File: config.mk
export PLATFORM = sky130hd
export DESIGN_NAME = rsp_bank
export DESIGN_NICKNAME = d
export VERILOG_FILES = /design/src/rsp_pkg.sv /design/src/rsp_bank.sv
export SDC_FILE = /design/constraint.sdc
export NUM_CORES = 1
export LEC_CHECK = 0
export BUFFER_PORTS_ARGS = -buffer_cell sky130_fd_sc_hd__buf_2
export CORE_MARGIN = 2
export CORE_UTILIZATION = 35
export CTS_BUF_LIST = sky130_fd_sc_hd__clkbuf_16
export CTS_CLUSTER_DIAMETER = 80
export DETAILED_ROUTE_END_ITERATION = 16
export PLACE_DENSITY = 0.71
export REMOVE_ABC_BUFFERS = 1
export SLEW_MARGIN = 20
export SYNTH_ARGS = -nofsm -noshare
export SYNTH_HDL_FRONTEND = slang
export SYNTH_SLANG_ARGS = --single-unit
File: constraint.sdc
create_clock -name i_sys_clk -period 2.7 [get_ports i_sys_clk]
set_input_delay 0.27 -clock i_sys_clk [delete_from_list [all_inputs] [get_ports i_sys_clk]]
set_output_delay 0.27 -clock i_sys_clk [all_outputs]
set_load 0.05 [all_outputs]
File: src/rsp_pkg.sv
package rsp_pkg;

  // ==========================================================================
  // Register command codes.
  // ==========================================================================
  localparam logic [7:0] CMD_CLEAR_FAULTS = 8'h03;
  localparam logic [7:0] CMD_PHASE_34 = 8'h75;
  localparam logic [7:0] CMD_PHASE_56 = 8'h76;
  localparam logic [7:0] CMD_PHASE_7 = 8'h77;
  localparam logic [7:0] CMD_SUMMARY_BYTE = 8'h78;
  localparam logic [7:0] CMD_SUMMARY_WORD = 8'h79;
  localparam logic [7:0] CMD_VOUT_DETAIL = 8'h7A;
  localparam logic [7:0] CMD_IOUT_DETAIL = 8'h7B;

  // ==========================================================================
  // Field positions.
  // ==========================================================================
  localparam int SB_NVM_BUSY = 7;
  localparam int SB_OFF = 6;
  localparam int SB_OV = 5;
  localparam int SB_OC = 4;
  localparam int SB_VIN_UV = 3;
  localparam int SB_TEMP = 2;
  localparam int SB_CML = 1;
  localparam int SW_VOUT = 15;
  localparam int SW_IOUT = 14;
  localparam int SW_INPUT = 13;
  localparam int SW_IO_LOW = 12;
  localparam int SW_READY = 11;
  localparam int SW_WDOG = 8;
  localparam int VO_OV = 7;
  localparam int VO_UV_WARN = 5;
  localparam int VO_UV_FAULT = 4;
  localparam int VO_MAXMIN = 3;
  localparam int VO_FLOAT = 1;
  localparam int VO_GROUNDED = 0;
  localparam int IO_OC = 7;
  localparam int IO_OC_UV = 6;
  localparam int IO_OC_WARN = 5;
  localparam int IO_POUT_WARN = 0;

  // ==========================================================================
  // Reset values and timing.
  // ==========================================================================
  localparam logic [7:0] ZERO_BYTE = 8'h00;
  localparam logic [15:0] ZERO_WORD = 16'h0000;
  localparam logic [8:0] ZERO_CODE = 9'h000;
  localparam int CLK_MHZ = 50;
  localparam int DELAY_UNIT_NS = 1000;
  localparam int CYC_PER_US = (DELAY_UNIT_NS * CLK_MHZ) / 1000;
  localparam logic [5:0] US_LAST = 6'(CYC_PER_US - 1);

  // Event inputs from the protection comparators and monitors.
  typedef struct packed {
    logic ov;
    logic oc;
    logic oc_warn;
    logic pout_warn;
    logic uv_warn;
    logic uv_fault;
    logic uv_comp;
    logic vin_uv;
    logic vin_other;
    logic ot;
    logic comm_memory_logic_flag;
    logic io_low;
    logic wdog_ovf;
    logic float_line;
    logic grounded;
  } rsp_events_t;

  // Live rail state and telemetry.
  typedef struct packed {
    logic nvm_busy;
    logic enable;
    logic protect_off;
    logic phase7_on_rail;
    logic [8:0] code;
    logic [8:0] code_max;
    logic [8:0] code_min;
    logic [8:0] vout_code;
    logic [8:0] boot_code;
    logic [8:0] pg_on;
    logic [8:0] pg_off;
    logic [7:0] pg_delay_us;
    logic ready_mode;
  } rsp_rail_t;

  typedef struct packed {
    logic [7:0] p3;
    logic [7:0] p4;
    logic [7:0] p5;
    logic [7:0] p6;
    logic [7:0] p7;
  } rsp_phase_t;

endpackage
File: src/rsp_bank.sv
`timescale 1ns/1ns
module rsp_bank
(
  input wire logic i_sys_clk, // System clock, 50 MHz.
  input wire logic i_rst, // Asynchronous reset, active high.
  input wire rsp_pkg::rsp_events_t i_events, // Comparator events, already synchronous.
  input wire rsp_pkg::rsp_rail_t i_rail, // Live rail state, already synchronous.
  input wire rsp_pkg::rsp_phase_t i_phase, // Phase sense bytes.
  input wire logic i_cmd_valid, // Command code strobe from the bus engine.
  input wire logic [7:0] i_cmd_code, // Command code.
  output logic [15:0] o_read_data, // Read data for the last answered read command; held through clears and unknown codes.
  output logic o_read_valid, // Read data valid, one cycle.
  output logic o_cmd_unknown, // Unsupported code seen, one cycle.
  output logic o_rail_shutdown, // Shutdown request from sense faults.
  output logic o_monitor_reset, // Monitor machine and timer reset pulse.
  output logic o_rail_ready_output // Ready pin level.
);
  import rsp_pkg::*;

  // ==========================================================================
  // Clear command decode.
  // ==========================================================================
  wire clear_cmd = i_cmd_valid && (i_cmd_code == CMD_CLEAR_FAULTS);

  // ==========================================================================
  // Detail latches: set wins over clear so no event is lost.
  // ==========================================================================
  logic [7:0] vout_reg, vout_next;
  logic [7:0] iout_reg, iout_next;
  logic [4:0] misc_reg, misc_next; // Input uv, other input, temp, cml, io low.
  logic wdog_reg, wdog_next;
  wire code_out_of_window = (i_rail.code > i_rail.code_max) || (i_rail.code < i_rail.code_min);
  logic [7:0] vout_set, iout_set;

  // Event vectors placed at their detail bit positions.
  always_comb
  begin
    vout_set = ZERO_BYTE;
    vout_set[VO_OV] = i_events.ov;
    vout_set[VO_UV_WARN] = i_events.uv_warn;
    vout_set[VO_UV_FAULT] = i_events.uv_fault;
    vout_set[VO_MAXMIN] = code_out_of_window;
    vout_set[VO_FLOAT] = i_events.float_line;
    vout_set[VO_GROUNDED] = i_events.grounded;
    iout_set = ZERO_BYTE;
    iout_set[IO_OC] = i_events.oc;
    iout_set[IO_OC_UV] = i_events.oc && i_events.uv_comp;
    iout_set[IO_OC_WARN] = i_events.oc_warn;
    iout_set[IO_POUT_WARN] = i_events.pout_warn;
  end

  // A clear in the same cycle as an event keeps the event.
  assign vout_next = vout_set | (clear_cmd ? ZERO_BYTE : vout_reg);
  assign iout_next = iout_set | (clear_cmd ? ZERO_BYTE : iout_reg);
  assign misc_next = {i_events.vin_uv, i_events.vin_other, i_events.ot, i_events.comm_memory_logic_flag,
                      i_events.io_low} | (clear_cmd ? 5'h00 : misc_reg);
  assign wdog_next = i_events.wdog_ovf | (wdog_reg && !clear_cmd);

  always_ff @(posedge i_sys_clk or posedge i_rst)
  begin
    if (i_rst)
    begin
      vout_reg <= ZERO_BYTE;
      iout_reg <= ZERO_BYTE;
      misc_reg <= 5'h00;
      wdog_reg <= 1'b0;
    end
    else
    begin
      vout_reg <= vout_next;
      iout_reg <= iout_next;
      misc_reg <= misc_next;
      wdog_reg <= wdog_next;
    end
  end

  // ==========================================================================
  // Shutdown level and monitor reset pulse.
  // ==========================================================================
  logic shutdown_reg, mon_reset_reg;
  // The sense faults hold the rail down until the host clears them.
  wire shutdown_next = vout_next[VO_FLOAT] || vout_next[VO_GROUNDED];
  always_ff @(posedge i_sys_clk or posedge i_rst)
  begin
    if (i_rst)
    begin
      shutdown_reg <= 1'b0;
      mon_reset_reg <= 1'b0;
    end
    else
    begin
      shutdown_reg <= shutdown_next;
      mon_reset_reg <= i_events.wdog_ovf;
    end
  end

  // ==========================================================================
  // Rail ready: boot mode or threshold mode with a microsecond delay.
  // ==========================================================================
  logic rail_off;
  assign rail_off = i_rail.protect_off || !i_rail.enable || (i_rail.code == ZERO_CODE) ||
                    shutdown_reg;
  typedef enum logic [1:0] {RDY_IDLE, RDY_WAIT, RDY_ON} rsp_rdy_t;
  rsp_rdy_t rdy_reg, rdy_next;
  logic [5:0] us_cnt_reg;
  logic [7:0] dly_cnt_reg;
  logic ready_reg, ready_next;
  wire us_tick = (us_cnt_reg == US_LAST);
  wire fault_now = rail_off || i_events.ov || i_events.oc || i_events.uv_fault;
  wire boot_reached = (i_rail.vout_code >= i_rail.boot_code);
  wire above_on = (i_rail.vout_code > i_rail.pg_on);
  wire below_off = (i_rail.vout_code <= i_rail.pg_off);
  wire delay_done = (dly_cnt_reg >= i_rail.pg_delay_us);

  // Next-state logic for the ready machine.
  always_comb
  begin
    rdy_next = rdy_reg;
    if (fault_now)
      rdy_next = RDY_IDLE;
    else if (!i_rail.ready_mode)
      rdy_next = boot_reached ? RDY_ON : rdy_reg;
    else
    begin
      unique case (rdy_reg)
        RDY_IDLE: rdy_next = above_on ? RDY_WAIT : RDY_IDLE;
        RDY_WAIT: rdy_next = !above_on ? RDY_IDLE : (delay_done ? RDY_ON : RDY_WAIT);
        RDY_ON: rdy_next = below_off ? RDY_IDLE : RDY_ON;
      endcase
    end
    ready_next = (rdy_next == RDY_ON);
  end

  // Both counters restart outside the wait state, so a half-spent microsecond left over
  // from before can never cut the programmed delay short.
  always_ff @(posedge i_sys_clk or posedge i_rst)
  begin
    if (i_rst)
    begin
      rdy_reg <= RDY_IDLE;
      us_cnt_reg <= 6'h00;
      dly_cnt_reg <= 8'h00;
      ready_reg <= 1'b0;
    end
    else
    begin
      rdy_reg <= rdy_next;
      if (us_tick || rdy_reg != RDY_WAIT)
        us_cnt_reg <= 6'h00;
      else
        us_cnt_reg <= us_cnt_reg + 6'h01;
      if (rdy_reg != RDY_WAIT)
        dly_cnt_reg <= 8'h00;
      else if (us_tick && dly_cnt_reg != 8'hFF)
        dly_cnt_reg <= dly_cnt_reg + 8'h01;
      ready_reg <= ready_next;
    end
  end

  // ==========================================================================
  // Summary byte and word, built from the detail latches, live busy and off state, and the ready level.
  // ==========================================================================
  logic [7:0] summary_byte;
  logic [15:0] summary_word;
  always_comb
  begin
    summary_byte = ZERO_BYTE;
    summary_byte[SB_NVM_BUSY] = i_rail.nvm_busy;
    summary_byte[SB_OFF] = rail_off;
    summary_byte[SB_OV] = vout_reg[VO_OV];
    summary_byte[SB_OC] = iout_reg[IO_OC];
    summary_byte[SB_VIN_UV] = misc_reg[4];
    summary_byte[SB_TEMP] = misc_reg[2];
    summary_byte[SB_CML] = misc_reg[1];
    summary_word = {ZERO_BYTE, summary_byte};
    summary_word[SW_VOUT] = |vout_reg;
    summary_word[SW_IOUT] = |iout_reg;
    summary_word[SW_INPUT] = misc_reg[4] || misc_reg[3];
    summary_word[SW_IO_LOW] = misc_reg[0];
    summary_word[SW_READY] = ready_reg;
    summary_word[SW_WDOG] = wdog_reg;
  end

  // ==========================================================================
  // Read decode.
  // ==========================================================================
  logic [15:0] rd_word;
  logic rd_hit;
  always_comb
  begin
    rd_hit = 1'b1;
    rd_word = ZERO_WORD;
    unique case (i_cmd_code)
      CMD_PHASE_34: rd_word = {i_phase.p4, i_phase.p3};
      CMD_PHASE_56: rd_word = {i_phase.p6, i_phase.p5};
      // Phase 7 reads zero when it serves the other rail.
      CMD_PHASE_7: rd_word = {ZERO_BYTE, i_rail.phase7_on_rail ? i_phase.p7 : ZERO_BYTE};
      CMD_SUMMARY_BYTE: rd_word = {ZERO_BYTE, summary_byte};
      CMD_SUMMARY_WORD: rd_word = summary_word;
      CMD_VOUT_DETAIL: rd_word = {ZERO_BYTE, vout_reg};
      CMD_IOUT_DETAIL: rd_word = {ZERO_BYTE, iout_reg};
      CMD_CLEAR_FAULTS: rd_hit = 1'b0;
      default: rd_hit = 1'b0;
    endcase
  end
  wire unknown = i_cmd_valid && !rd_hit && !clear_cmd;

  always_ff @(posedge i_sys_clk or posedge i_rst)
  begin
    if (i_rst)
    begin
      o_read_data <= ZERO_WORD;
      o_read_valid <= 1'b0;
      o_cmd_unknown <= 1'b0;
    end
    else
    begin
      o_read_valid <= i_cmd_valid && rd_hit;
      o_cmd_unknown <= unknown;
      if (i_cmd_valid && rd_hit)
        o_read_data <= rd_word;
    end
  end

  assign o_rail_shutdown = shutdown_reg;
  assign o_monitor_reset = mon_reset_reg;
  assign o_rail_ready_output = ready_reg;

  // ==========================================================================
  // Checks.
  // ==========================================================================
  chk_ov_latch_set: assert property (@(posedge i_sys_clk) disable iff (i_rst)
    i_events.ov |=> vout_reg[VO_OV] && summary_byte[SB_OV])
    else $error("Overvoltage not latched.");
  chk_clear_empties: assert property (@(posedge i_sys_clk) disable iff (i_rst)
    (clear_cmd && i_events == '0 && !code_out_of_window) |=> (vout_reg == ZERO_BYTE)
      && (iout_reg == ZERO_BYTE) && !wdog_reg && (misc_reg == 5'h00))
    else $error("Clear did not empty latches.");
  chk_set_beats_clear: assert property (@(posedge i_sys_clk) disable iff (i_rst)
    (clear_cmd && i_events.oc) |=> iout_reg[IO_OC])
    else $error("Event lost under clear.");
  chk_word_low_byte: assert property (@(posedge i_sys_clk) disable iff (i_rst)
    summary_word[7:0] == summary_byte)
    else $error("Word low byte differs.");
  chk_oc_uv_pair: assert property (@(posedge i_sys_clk) disable iff (i_rst)
    (i_events.oc && !i_events.uv_comp && !iout_reg[IO_OC_UV] && !clear_cmd)
      |=> !iout_reg[IO_OC_UV])
    else $error("Dual flag set without both causes.");
  chk_ground_shutdown: assert property (@(posedge i_sys_clk) disable iff (i_rst)
    i_events.grounded |=> o_rail_shutdown && vout_reg[VO_GROUNDED])
    else $error("Grounded sense did not shut down.");
  chk_wdog_reset: assert property (@(posedge i_sys_clk) disable iff (i_rst)
    $rose(i_events.wdog_ovf) |=> o_monitor_reset && wdog_reg)
    else $error("Watchdog overflow not handled.");
  chk_ready_fault: assert property (@(posedge i_sys_clk) disable iff (i_rst)
    fault_now |=> !o_rail_ready_output)
    else $error("Ready stays up under fault.");
  chk_phase7_gate: assert property (@(posedge i_sys_clk) disable iff (i_rst)
    (i_cmd_valid && i_cmd_code == CMD_PHASE_7 && !i_rail.phase7_on_rail)
      |=> o_read_data == ZERO_WORD)
    else $error("Phase 7 read leaked.");
  chk_busy_live: assert property (@(posedge i_sys_clk) disable iff (i_rst)
    summary_byte[SB_NVM_BUSY] == i_rail.nvm_busy)
    else $error("Busy bit not live.");

  // ==========================================================================
  // Further checks on summary, detail, ready and read paths.
  // ==========================================================================
  // Each latched summary bit must follow its cause one edge later.
  chk_temp_latch: assert property (@(posedge i_sys_clk) disable iff (i_rst)
    i_events.ot |=> summary_byte[SB_TEMP])
    else $error("Temperature bit not latched.");
  chk_cml_latch: assert property (@(posedge i_sys_clk) disable iff (i_rst)
    i_events.comm_memory_logic_flag |=> summary_byte[SB_CML])
    else $error("Communication bit not latched.");
  chk_vin_uv_latch: assert property (@(posedge i_sys_clk) disable iff (i_rst)
    i_events.vin_uv |=> summary_byte[SB_VIN_UV] && summary_word[SW_INPUT])
    else $error("Input undervoltage not latched.");
  chk_input_word: assert property (@(posedge i_sys_clk) disable iff (i_rst)
    i_events.vin_other |=> summary_word[SW_INPUT])
    else $error("Input summary bit not latched.");
  chk_iout_word: assert property (@(posedge i_sys_clk) disable iff (i_rst)
    (i_events.oc_warn || i_events.pout_warn) |=> summary_word[SW_IOUT])
    else $error("Output current summary bit not latched.");
  chk_io_low_latch: assert property (@(posedge i_sys_clk) disable iff (i_rst)
    i_events.io_low |=> summary_word[SW_IO_LOW])
    else $error("I/O supply bit not latched.");
  chk_vout_word: assert property (@(posedge i_sys_clk) disable iff (i_rst)
    i_events.ov |=> summary_word[SW_VOUT])
    else $error("Output voltage summary bit not latched.");
  // Detail bits latch on their own events.
  chk_uv_warn_latch: assert property (@(posedge i_sys_clk) disable iff (i_rst)
    i_events.uv_warn |=> vout_reg[VO_UV_WARN])
    else $error("Low output warning not latched.");
  chk_uv_fault_latch: assert property (@(posedge i_sys_clk) disable iff (i_rst)
    i_events.uv_fault |=> vout_reg[VO_UV_FAULT])
    else $error("Low output fault not latched.");
  chk_window_latch: assert property (@(posedge i_sys_clk) disable iff (i_rst)
    code_out_of_window |=> vout_reg[VO_MAXMIN])
    else $error("Code window bit not latched.");
  chk_float_shutdown: assert property (@(posedge i_sys_clk) disable iff (i_rst)
    i_events.float_line |=> o_rail_shutdown && vout_reg[VO_FLOAT])
    else $error("Floating sense did not shut down.");
  chk_oc_uv_set: assert property (@(posedge i_sys_clk) disable iff (i_rst)
    (i_events.oc && i_events.uv_comp) |=> iout_reg[IO_OC_UV])
    else $error("Dual flag not latched.");
  chk_monitor_pulse: assert property (@(posedge i_sys_clk) disable iff (i_rst)
    !i_events.wdog_ovf |=> !o_monitor_reset)
    else $error("Monitor reset without overflow.");
  chk_off_live: assert property (@(posedge i_sys_clk) disable iff (i_rst)
    (i_rail.protect_off || !i_rail.enable || i_rail.code == ZERO_CODE)
      |-> summary_byte[SB_OFF])
    else $error("Off bit not live.");
  // Ready level in both modes.
  chk_boot_ready: assert property (@(posedge i_sys_clk) disable iff (i_rst)
    (!i_rail.ready_mode && !fault_now && boot_reached) |=> o_rail_ready_output)
    else $error("Boot mode ready missing.");
  chk_thresh_drop: assert property (@(posedge i_sys_clk) disable iff (i_rst)
    (i_rail.ready_mode && rdy_reg == RDY_ON && below_off) |=> !o_rail_ready_output)
    else $error("Ready kept below off level.");
  chk_thresh_delay: assert property (@(posedge i_sys_clk) disable iff (i_rst)
    ($rose(ready_reg) && $past(i_rail.ready_mode)) |-> dly_cnt_reg >= $past(i_rail.pg_delay_us))
    else $error("Ready rose before the delay.");
  // Read answers carry the right fields.
  chk_phase34_read: assert property (@(posedge i_sys_clk) disable iff (i_rst)
    (i_cmd_valid && i_cmd_code == CMD_PHASE_34)
      |=> o_read_valid && o_read_data == {$past(i_phase.p4), $past(i_phase.p3)})
    else $error("Phase 3 and 4 read wrong.");
  chk_phase56_read: assert property (@(posedge i_sys_clk) disable iff (i_rst)
    (i_cmd_valid && i_cmd_code == CMD_PHASE_56)
      |=> o_read_valid && o_read_data == {$past(i_phase.p6), $past(i_phase.p5)})
    else $error("Phase 5 and 6 read wrong.");
  chk_phase7_pass: assert property (@(posedge i_sys_clk) disable iff (i_rst)
    (i_cmd_valid && i_cmd_code == CMD_PHASE_7 && i_rail.phase7_on_rail)
      |=> o_read_data == {ZERO_BYTE, $past(i_phase.p7)})
    else $error("Phase 7 read wrong.");
  chk_word_read: assert property (@(posedge i_sys_clk) disable iff (i_rst)
    (i_cmd_valid && i_cmd_code == CMD_SUMMARY_WORD) |=> o_read_data == $past(summary_word))
    else $error("Status word read wrong.");
  chk_byte_reserved: assert property (@(posedge i_sys_clk) disable iff (i_rst)
    (i_cmd_valid && i_cmd_code == CMD_SUMMARY_BYTE)
      |=> o_read_data[15:8] == ZERO_BYTE && !o_read_data[0])
    else $error("Reserved bits not zero.");
  chk_clear_silent: assert property (@(posedge i_sys_clk) disable iff (i_rst)
    (i_cmd_valid && i_cmd_code == CMD_CLEAR_FAULTS) |=> !o_read_valid && !o_cmd_unknown)
    else $error("Clear answered like a read.");
  cov_sense_shutdown: cover property (@(posedge i_sys_clk) disable iff (i_rst)
    $rose(o_rail_shutdown));
  cov_clear: cover property (@(posedge i_sys_clk) disable iff (i_rst) clear_cmd && |vout_reg);
  cov_thresh_ready: cover property (@(posedge i_sys_clk) disable iff (i_rst)
    i_rail.ready_mode && $rose(ready_reg));
  cov_boot_ready: cover property (@(posedge i_sys_clk) disable iff (i_rst)
    !i_rail.ready_mode && $rose(ready_reg));
  cov_word_read: cover property (@(posedge i_sys_clk) disable iff (i_rst)
    i_cmd_valid && i_cmd_code == CMD_SUMMARY_WORD);
endmodule

Word level (Yosys, flattened, before mapping)
Cells that the tools add are included.
{ "op_classes": {"n_addsub": 2, "multipliers": 0, "n_div": 0, "n_lt_le_gt_ge": 6, "n_eq_ne": 14, "shift": 0, "n_mux": 17, "n_bitwise": 4, "n_reduce_logical": 26} }
{ "op_table": {"columns": ["cell", "n"], "rows": [
  ["one-hot mux 16 bit (7 select lines)", 1],
  ["== test 8 x 7 -> 1 bit, second input constant", 7],
  ["two-way mux 8 bit", 5],
  ["> comparator 9 bit", 2],
  ["OR 8 bit", 2],
  ["OR reduction 8 bit", 2],
  ["two-way mux 2 bit", 6],
  ["logical OR 1 bit", 10],
  [">= comparator 9 bit", 1],
  ["less-or-equal comparator 9 bit", 1],
  ["zero test 9 bit", 1],
  ["less-than comparator 9 bit", 1],
  ["adder 8 x 1 -> 8 bit, second input constant", 1],
  ["== test 8 x 2 -> 1 bit, second input constant", 1],
  [">= comparator 8 bit", 1],
  ["inequality test 8 bit, second input constant", 1],
  ["logical AND 1 bit", 7],
  ["OR reduction 7 bit", 1],
  ["adder 6 x 1 -> 6 bit, second input constant", 1],
  ["== test 6 bit, second input constant", 1],
  ["two-way mux 6 bit", 1],
  ["one-hot mux 2 bit (3 select lines)", 1],
  ["two-way mux 5 bit", 1],
  ["OR 5 bit", 1],
  ["8 further kinds", 12]
]} }
{ "word_totals": {"regBits": 59, "latchBits": 0, "ramBits": 0, "mem_bits_ro": 0, "in_bits": 142, "output_inout_bits": 21, "wordCells": 82, "mem_count": 0} }

Logic depth before layout (Yosys ltp)
Gate-level depths: netlist of run 1.
{ "depth": {"depth_word": 9, "depth_mapped": 9, "mapped_depth_nobuf": 9} }

Worst setup path before layout of run 1
OpenSTA, ideal clock, no wires.
{ "synth_path": {"path_kind": "reg2reg", "from": "register dly_cnt_reg[0]", "to": "register ready_reg, in the netlist o_rail_ready_output", "setup_time_ps": 130, "arrival_ps": 1945, "required_ps": 2570, "slack_ps": 624, "stages_incl_launch_ff": 10, "n_path_buf": 0, "period_less_slack_ps": 2076, "cell_sequence": "dfrtp_1 inv_1 ha_1 nand2b_1 a2111oi_2 a2111oi_0 a2111oi_2 and4bb_1 nand2_1 a21oi_1"} }
{ "synth_between": {"elab_chain_len": 7} }
{ "synth_lines": {"columns": ["element", "line", "source"], "rows": [
  ["from (decl)", "rsp_bank.sv:106", "logic [7:0] dly_cnt_reg;"],
  ["from (signal assigned)", "rsp_bank.sv:155", "dly_cnt_reg <= dly_cnt_reg + 8'h01;"],
  [">= comparator 8 bit", "rsp_bank.sv:113", "wire delay_done = (dly_cnt_reg >= i_rail.pg_delay_us);"],
  ["two-way mux 2 bit (2 in a row)", "rsp_bank.sv:127", "RDY_WAIT: rdy_next = !above_on ? RDY_IDLE : (delay_done ? RDY_ON : RDY_WAIT);"],
  ["one-hot mux 2 bit (3 select lines)", "rsp_bank.sv:125", "unique case (rdy_reg)"],
  ["two-way mux 2 bit", "rsp_bank.sv:121", "else if (!i_rail.ready_mode)"],
  ["two-way mux 2 bit", "rsp_bank.sv:119", "if (fault_now)"],
  ["== test 2 bit", "rsp_bank.sv:131", "ready_next = (rdy_next == RDY_ON);"],
  ["net ready_next", "rsp_bank.sv:107", "logic ready_reg, ready_next;"],
  ["to (signal assigned)", "rsp_bank.sv:156", "ready_reg <= ready_next;"],
  ["to (decl)", "rsp_bank.sv:107", null]
]} }
The timed path passes the listed nets, and every way through them passes these cells.
A chain may end at the register's enable or synchronous reset.

Worst setup path in the final report of run 1
Ends and elaborated chain as after synthesis.

==> results.txt, run 1 <==
num ports -> 163
Port Buf Inserts -> 162
Routed Antenna Nets -> 0
Die Area -> 12000 um2
Pint -> 0.00142 W
cell total after placement -> 730
Tmin final -> 2260 ps
EDFF count, synth -> 0
CTS buffer count -> 5
clock network fraction of design power -> 36.0%
postcts setup bufs -> 0
commonest register cell after synthesis -> dfrtp_1
Hold Crit Class -> input pin to flop
relative slew slack -> 56.0%
Initial DRT Pass Iterations -> 4
overall power -> 0.00194 W
layout cells sized above 1 -> 30.9%
Startpoint Class -> flop
Root Buffer -> clkbuf_16
Sink Count -> 53
critical path class -> flop to flop
Final GP Congestion -> 0.870
Net Sw Power -> 0.000520 W
PD cells -> 385 nW/um2
Hold Buf Count CTS -> 0
number of flip-flops in the largest register -> 16
pre-CTS WS -> 432 ps
Max VDD drop -> 0.209 mV
Sw Ratio -> 26.8%
Critical Path Slowest Stage Cell -> dfrtp_1
WL per Instance -> 13.6 um
Worst setup EP type -> flop
Yosys reg bits -> 53
cts repair resizes -> 0
fin. max-slew vios -> 0
count leader, synth -> inv_1
antenna violations before repair -> 2
cell count after synthesis -> 432
first-pass GRT wire length -> 15800 um
Final setup viols -> 0
Worst path max stage delay -> 410 ps
drt total wl -> 10100 um
Global Route Usage Sum -> 16.4%
Fillers -> 1034
Worst path most repeated cell -> a2111oi_2
Flop pwr share -> 42.4%
Initial Util -> 35.9%
post-synth top area share -> 34.1%
Tightest Pin Transition -> 661 ps
DRC errors left -> 0
most frequent cells after synthesis -> inv_1, ha_1, dfrtp_1
synth warn -> 0
status -> completed
Max-Cap Viols -> 0
placed wire-length estimate -> 8560 um
Max clock buf depth -> 2
register area share after synthesis -> 34.1%
htree depth -> 2
pin count of the biggest net entering global routing -> 54
setup_tns -> 0 ps
crit-path cells -> inv_1 > ha_1 > nand2b_1 > a2111oi_2 > a2111oi_0 > a2111oi_2 > and4bb_1 > nand2_1 > a21oi_1
total leakage power -> 2.59 nW
Core ar. -> 10800 um2
CTS tree -> done
final instance area -> 5040 um2
synthesized area -> 3890 um2
die width -> 109 um
vias in the first global route -> 3518
Die Y -> 109 um
Nets -> 796
Worst Path Max Fanout -> 3
cell taking the most area after synthesis -> dfrtp_1
async set-or-reset flop fraction in the synthesized netlist -> 100%
Worst-path clk slew -> 60 ps
RSZ-0062 raised after global routing -> false
insertion delay to the later sink of the worst-skew pair -> 290 ps
synth top area cells -> dfrtp_1, ha_1, inv_1, nand2_1, o21ai_0
Crit path required time -> 2870 ps
crit path DAT -> 2430 ps
Fin. Hold Viols -> 0
grt ovf -> 0
P&R area growth vs syn -> 29.6%
maximum clock rate -> 0.443 GHz
Syn Area/Cell -> 9.01 um2
Layout Cells excl Fill -> 740
placed cell areas -> 4870 um2
clock skew -> 4.11 ps
Cell Rows -> 38
routed via count -> 3718
logic gate share of total power -> 21.6%
vias per cell -> 5.02
crit share post-route -> 83.7%
DR iter-0 viols -> 196
post-synthesis cell type count -> 55
PnR worst setup slack -> 440 ps
-- metal layers --
metal  vias to the layer above  global-route usage (%)  routed length [um]
li1                       1877                       -                   -
met1                      1719                    21.3                4390
met3                         8                    2.96                 656
met2                       114                    28.2                4930
met4                         0                    3.80                 109
met5                         -                       0                   0
-- cell usage in the layout (no fill, tap or decap), types with 6 or more instances in the layout --
cell,instances
a21o_1,15
a21oi_1,20
a221oi_1,6
a22oi_1,12
and2_1,6
buf_2,162
dfrtp_1,53
ha_1,57
inv_1,62
nand2_1,42
nand3_1,8
nand4_1,8
nor2_1,30
o21ai_0,25
xnor2_1,7
-- area by class of cell --
| class | count | area, um2 | area share [%] |
|---|---|---|---|
| Multi-Input combinational cell | 307 | 2290 | 45.4 |
| Sequential cell | 53 | 1330 | 26.3 |
| Timing Repair Buffer | 167 | 848 | 16.8 |
| Inverter | 63 | 236 | 4.69 |
| Tap cell | 140 | 175 | 3.47 |
| Clock buffer | 5 | 125 | 2.48 |
| Clock inverter | 3 | 37.5 | 0.744 |
| Antenna cell | 2 | 5.00 | 0.0993 |
-- power groups by stage --
stage               registers, W  clock network, W  logic, W
detailed placement      0.000838                 0  0.000423
floorplan               0.000903                 0  0.000167
global placement        0.000837                 0  0.000411
CTS                     0.000822          0.000717  0.000425
global route            0.000825          0.000749  0.000474
finish                  0.000823          0.000698  0.000420
-- worst max-delay path: cells and delay by family, from the launching register on --
kind / cells / cell delay [ps]
AOI/OAI and AO/OA: 4 / 910
adders and majority gates: 1 / 230
buffers and inverters: 1 / 110
DFF: 1 / 410
and+or+nand+nor: 3 / 490
-- worst paths after layout --
| path | cells past startpoint | slack, ps | start | endpoint |
|---|---|---|---|---|
| worst min-delay path | 1 | 110 | i_events[2] | o_monitor_reset |
| min in group asynchronous | 3 | 160 | i_rst | o_read_data[9] |
| worst min register to register | 2 | 480 | o_read_data[13] | o_read_data[13] |
| worst max-delay path | 9 | 440 | dly_cnt_reg[0] | o_rail_ready_output |
| max in group asynchronous | 3 | 2100 | i_rst | dly_cnt_reg[0] |
| worst max register to register | 9 | 440 | dly_cnt_reg[0] | o_rail_ready_output |
-- cells by family (layout without fill, tap and decap cells) --
family	count (synthesis)	count (layout)	share of synthesized area [%]
DFF	53	53	34.1
AOI/OAI and AO/OA	115	115	20.6
muxes	2	2	0.514
xor gates and xnor gates	10	10	2.25
other	0	2	0
buffers and inverters	72	238	7.11
adders and majority gates	57	57	18.3
and+or+nand+nor	123	123	17.1
-- through the flow --
| step | util (%) | hold WS [ps] |
|---|---|---|
| after floorplan | - | 301 |
| after global placement | 45.0 | 403 |
| after detailed placement | 45.0 | 402 |
| after CTS | 46.5 | 107 |
| after global routing | 46.5 | 106 |
| final | 46.5 | 109 |
No activity file was read; power rests on OpenSTA's default activity.
==> run 2, diff against run 1 <==
--- a/config.mk
+++ b/config.mk
@@ -11,7 +11,7 @@
 export CTS_BUF_LIST = sky130_fd_sc_hd__clkbuf_16
 export CTS_CLUSTER_DIAMETER = 80
 export DETAILED_ROUTE_END_ITERATION = 16
-export PLACE_DENSITY = 0.71
+export PLACE_DENSITY = 0.74
 export REMOVE_ABC_BUFFERS = 1
 export SLEW_MARGIN = 20
 export SYNTH_ARGS = -nofsm -noshare
==> constraint.sdc (replaced) <==
create_clock -name i_sys_clk -period 1.9 [get_ports i_sys_clk]
set_input_delay 0.19 -clock i_sys_clk [delete_from_list [all_inputs] [get_ports i_sys_clk]]
set_output_delay 0.19 -clock i_sys_clk [all_outputs]
set_load 0.05 [all_outputs]
==> run 2 against run 1 <==
Net effect: the flow now finishes with violations (setup timing); routed wire length is 6.4% higher; cell area increased by 4.1%; clock skew decreased by 1.1 ps; critical path depth unchanged; die area is the same; sequential power grew 42%; cell count up 2.2%; sequential share of layout area shrank 1.0 points; count of clock-buffer cells in the layout unchanged; critical endpoint unchanged; highest routed layer is now met5.
==> results.txt, run 2 (synthesis results as in run 1) <==
number of flip-flops in the largest register -> 16 (unchanged)
Initial Util -> 35.9% (unchanged)
antenna fix cells -> 0 (-2)
Routed Antenna Nets -> 0 (unchanged)
Sink Count -> 53 (unchanged)
met1 WL -> 4550 um (+3.7%)
CTS buffer count -> 5 (unchanged)
final instance area -> 5250 um2 (+4.1%)
commonest non-fill, non-tap cell in the layout -> buf_2
Max VDD drop -> 0.434 mV (+110%)
Hold Slack -> 34.5 ps (-74.6 ps)
PnR worst setup slack -> -114 ps (-554 ps)
RSZ-0062 raised after global routing -> true
Global Route Usage Sum -> 17.1% (+0.76 points)
r2r endpoint -> o_rail_ready_output
Nets -> 815 (+2.4%)
worst r2r src -> dly_cnt_reg[0]
vias per cell -> 5.10 (+1.6%)
crit share post-route -> 106% (+22 points)
Startpoint Class -> flop
Tightest Pin Transition -> 526 ps (-135 ps)
overall power -> 0.00262 W (+35%)
WL met3 -> 626 um (-4.6%)
Fillers -> 1045 (+1.1%)
num ports -> 163 (unchanged)
die width -> 109 um (unchanged)
insertion delay to the later sink of the worst-skew pair -> 280 ps (about the same)
placed cell areas -> 5010 um2 (+2.8%)
Hold Crit Depth -> 1 (unchanged)
DR iter-0 viols -> 172 (-12%)
Initial DRT Pass Iterations -> 5 (+1)
CTS tree -> done
fin. max-slew vios -> 0 (unchanged)
P&R area growth vs syn -> 34.9%
Port Buf Inserts -> 162 (unchanged)
relative slew slack -> 64.9% (+8.9 points)
R2R cell count -> 9 (unchanged)
total leakage power -> 2.69 nW (+4.1%)
Core ar. -> 10800 um2 (unchanged)
setup_tns -> -213 ps (-213 ps)
maximum clock rate -> 0.497 GHz (+12%)
Fin. Hold Viols -> 0 (unchanged)
most frequent cells in the layout -> buf_2, inv_1, ha_1
Die Y -> 109 um (unchanged)
worst hold start -> i_events[2]
first-pass GRT wire length -> 16500 um (+4.6%)
fin util -> 48.4% (+1.9 points)
pin count of the biggest net entering global routing -> 32 (-41%)
Root Buffer -> clkbuf_16
Final GP Congestion -> 0.865 (-0.62%)
clock skew -> 2.98 ps (-1.13 ps)
status -> complete, but fails checks
routed wire length on met2 -> 5390 um (+9.2%)
drt total wl -> 10700 um (+6.4%)
Cell Rows -> 38 (unchanged)
Die Area -> 12000 um2 (unchanged)
WL per Instance -> 14.2 um (+4.2%)
Max clock buf depth -> 2 (unchanged)
Max-Cap Viols -> 0 (unchanged)
Hold Path End -> o_monitor_reset
Worst Path Max Fanout -> 2 (-1)
placed wire-length estimate -> 8990 um (+5.1%)
Crit path required time -> 2060 ps (-810 ps)
reg-to-reg slack, setup -> -110 ps (-550 ps)
layout cells sized above 1 -> 33.8% (+2.8 points)
crit path DAT -> 2170 ps (-260 ps)
failing checks -> setup timing
Hold Crit Class -> input pin to flop
antenna violations before repair -> 1 (-1)
Tmin final -> 2010 ps (-246 ps)
Worst-path clk slew -> 60 ps (about the same)
Worst setup EP type -> flop
routed via count -> 3858 (+3.8%)
PD cells -> 500 nW/um2 (+30%)
critical path class -> flop to flop
vias in the first global route -> 3767 (+7.1%)
Final setup viols -> 3 (+3)
Top Metal Used -> met5
grt ovf -> 0 (unchanged)
DRC errors left -> 0 (unchanged)
htree depth -> 2 (unchanged)
-- run 2: worst max-delay path by stage --
stage,startpoint,end
6_report,dly_cnt_reg[0],o_rail_ready_output
5_1_grt,dly_cnt_reg[0],o_rail_ready_output
4_1_cts,dly_cnt_reg[0],o_rail_ready_output
3_5_place_dp,dly_cnt_reg[0],o_rail_ready_output
3_3_place_gp,dly_cnt_reg[0],o_rail_ready_output
2_1_floorplan,dly_cnt_reg[0],o_rail_ready_output
-- run 2: layer usage --
layer  global-route usage [%]  vias to the layer above
li1                         -                     1904
met1                     22.0                     1804
met2                     30.3                      134
met3                     2.13                       14
met4                     4.43                        2
met5                        0                        -
-- run 2: metrics by stage --
stage                     cells  setup WS [ps]
final                       756           -114
after global routing        756           -216
after CTS                   753           -103
after detailed placement    745           -302
after global placement      745           -280
after floorplan             423           -176
-- run 2: cell type report --
type	instances	area, um2	share of cell area (%)
clock buffers	5	125	2.38
well taps	140	175	3.34
inverters	63	236	4.51
flip-flops and latches	53	1330	25.3
clock inverters	2	7.51	0.143
repair buffers	186	1020	19.5
multi-input cells	307	2360	44.9
-- run 2: worst max-delay path: stages, from the launching register on --
cell	delay, ps
dfrtp_1	400
inv_2	80
ha_4	190
nand2b_4	140
a2111oi_4	350
a2111oi_4	80
a2111oi_2	280
and4bb_1	230
nand2_1	70
a21oi_1	70
-- run 2: where the power goes --
part / internal [W] / leakage (nW) / total (W) / switching, W
clock: 0.000472 / 0.0685 / 0.000834 / 0.000362
combinational: 0.000264 / 1.98 / 0.000620 / 0.000356
sequential: 0.00116 / 0.641 / 0.00117 / 0.0000132
total: 0.00189 / 2.69 / 0.00262 / 0.000732
-- run 2: what timing repair did --
action | in CTS | in global routing
endpoints found under the setup margin | 4 | 7
cloned | 0 | 0
pin swaps | 6 | 3
hold endpoints to repair | 22 | 0
gates resized for setup | 6 | 5
buffers inserted | 0 | 3
hold buffers | 1 | 0
==> run 3, diff against run 2 <==
--- a/config.mk
+++ b/config.mk
@@ -6,7 +6,6 @@
 export NUM_CORES = 1
 export LEC_CHECK = 0
 export BUFFER_PORTS_ARGS = -buffer_cell sky130_fd_sc_hd__buf_2
-export CORE_MARGIN = 2
 export CORE_UTILIZATION = 35
 export CTS_BUF_LIST = sky130_fd_sc_hd__clkbuf_16
 export CTS_CLUSTER_DIAMETER = 80
==> run 3 against run 2 <==
Net effect: the flow still finishes with violations (setup timing); register-to-register slack is essentially flat; non-clock buffer count shrank 3; clock skew is 2.2 ps higher; global-route usage increased by 0.37 points; total power rose by 0.90%; core utilization fell by 0.31 points; count of clock-buffer cells in the layout is the same; routed wire length down 4.2%; via count fell by 0.49%; first-iteration DRC count up 1.7%; critical path type unchanged; largest cell class unchanged.
==> results.txt, run 3 (synthesis results as in run 1) <==
Startpoint Class -> flop
Sink Count -> 53 (unchanged)
vias per cell -> 5.08 (-0.36%)
Tightest Pin Transition -> 492 ps (-34.0 ps)
Fillers -> 1061 (+1.5%)
failing checks -> setup timing
CTS tree -> done
layout cells sized above 1 -> 33.7% (-0.053 points)
Core ar. -> 10800 um2 (unchanged)
Crit path required time -> 2070 ps (about the same)
PnR worst setup slack -> -99.4 ps (+14.4 ps)
total leakage power -> 2.68 nW (-0.54%)
CTS buffer count -> 5 (unchanged)
DR iter-0 viols -> 175 (+1.7%)
antenna violations before repair -> 2 (+1)
Initial Util -> 35.9% (unchanged)
Die Y -> 107 um (-1.8%)
worst hold start -> i_events[2]
die width -> 107 um (-1.8%)
critical path class -> flop to flop
Worst-path clk slew -> 70 ps (about the same)
Sw Ratio -> 28.4% (+0.48 points)
crit path DAT -> 2170 ps (about the same)
Critical Path Slowest Stage Cell -> dfrtp_1
num ports -> 163 (unchanged)
Global Route Usage Sum -> 17.5% (+0.37 points)
most frequent cells in the layout -> buf_2, inv_1, ha_1
Max clock buf depth -> 2 (unchanged)
pin count of the biggest net entering global routing -> 33 (+3.1%)
Cell Rows -> 38 (unchanged)
Final setup viols -> 2 (-1)
Nets -> 812 (-0.37%)
Initial DRT Pass Iterations -> 4 (-1)
Hold Slack -> 28.1 ps (-6.37 ps)
crit share post-route -> 105% (-0.76 points)
Max VDD drop -> 0.378 mV (-13%)
P&R area growth vs syn -> 34.0%
grt ovf -> 0 (unchanged)
worst r2r src -> dly_cnt_reg[0]
routed via count -> 3839 (-0.49%)
number of flip-flops in the largest register -> 16 (unchanged)
Final GP Congestion -> 0.829 (-4.1%)
maximum clock rate -> 0.500 GHz (+0.72%)
vias in the first global route -> 3698 (-1.8%)
PD cells -> 507 nW/um2 (+1.6%)
Flop pwr share -> 44.1% (-0.5 points)
placed wire-length estimate -> 8580 um (-4.6%)
footprint of the multi-input gates -> 2350 um2 (-0.27%)
commonest non-fill, non-tap cell in the layout -> buf_2
Net Sw Power -> 0.000751 W (+2.6%)
status -> complete, but fails checks
fin. max-slew vios -> 0 (unchanged)
Routed Antenna Nets -> 0 (unchanged)
Worst Path Max Fanout -> 2 (unchanged)
GR Util met2 -> 31.1% (+0.77 points)
Max-Cap Viols -> 0 (unchanged)
insertion delay to the later sink of the worst-skew pair -> 290 ps (about the same)
Tmin final -> 2000 ps (-14.4 ps)
first-pass GRT wire length -> 16200 um (-2.0%)
clock network fraction of design power -> 32.6% (+0.8 points)
relative slew slack -> 67.2% (+2.3 points)
grt met1 use -> 21.3% (-0.70 points)
Root Buffer -> clkbuf_16
Pint -> 0.00190 W (+0.23%)
fin util -> 48.1% (-0.31 points)
global route hottest layer -> met2
crit path from -> dly_cnt_reg[0]
Die Area -> 11500 um2 (-3.6%)
htree depth -> 2 (unchanged)
drt total wl -> 10300 um (-4.2%)
grt met3 use -> 3.09% (+0.95 points)
pre-CTS WS -> -352 ps (-49.6 ps)
Fin. Hold Viols -> 0 (unchanged)
crit-path cells -> inv_2 > ha_4 > nand2b_4 > a2111oi_4 > a2111oi_2 > a2111oi_2 > and4bb_1 > nand2_1 > nand2_1
clock skew -> 5.20 ps (+2.22 ps)
logic gate share of total power -> 23.3% (-0.3 points)
WL per Instance -> 13.6 um (-4.1%)
register area -> 1330 um2 (unchanged)
Worst setup EP type -> flop
DRC errors left -> 0 (unchanged)
Hold Crit Class -> input pin to flop
RSZ-0062 raised after global routing -> true
Worst path max stage delay -> 390 ps (about the same)
Port Buf Inserts -> 162 (unchanged)
[run 3: layout make-up]
type                    instances  share of cell area [%]
flip-flops and latches         53                    25.4
diodes                          1                  0.0480
clock buffers                   5                    2.40
inverters                      63                    4.53
multi-input cells             307                    45.1
clock inverters                 3                   0.240
repair buffers                183                    18.9
well taps                     140                    3.36
[run 3: critical path, delay by kind of cell, from the launching register on]
family	cells	cell delay, ps
compound gates	3	690
fa+ha+maj	1	190
buf+inv	1	80
flops	1	390
simple gates	4	520
[run 3: per-stage QoR]
step           TNS (ps)  cells  area [um2]  total power, W
6_report           -195    755        5220         0.00265
5_1_grt            -538    754        5210         0.00277
4_1_cts            -188    754        5190         0.00267
3_5_place_dp       -917    744        4990         0.00180
3_3_place_gp       -673    744        4990         0.00178
2_1_floorplan      -358    423        3850         0.00152
[run 3: repair_timing]
| action | 4_1_cts | 5_1_grt |
|---|---|---|
| setup buffers | 1 | 0 |
| setup endpoints to repair | 4 | 6 |
| endpoints found under the hold margin | 21 | 0 |
| resized for setup | 7 | 4 |
| pin swaps | 5 | 3 |
| hold buffers | 1 | 0 |
[run 3: power by group through the flow]
stage | registers (W) | clock network (W) | logic, W
after floorplan | 0.00128 | 0 | 0.000238
after global routing | 0.00117 | 0.000919 | 0.000684
after detailed placement | 0.00119 | 0 | 0.000608
after CTS | 0.00117 | 0.000881 | 0.000620
final | 0.00117 | 0.000863 | 0.000615
after global placement | 0.00119 | 0 | 0.000589
[run 3: layer usage]
metal  vias up  part of all wire, %
met4         2                  1.3
met2       119                   50
met1      1793                   43
met5         -                 0.12
li1       1911                    -
met3        14                  6.3
[run 3: final timing paths]
path,depth (start not counted),to,slack (ps)
max,9,rdy_reg[1],-100
min,1,o_monitor_reset,30
max reg2reg,9,rdy_reg[1],-100
min reg2reg,2,o_read_data[10],480
max in group asynchronous,4,o_read_data[0],880
min in group asynchronous,3,wdog_reg,480
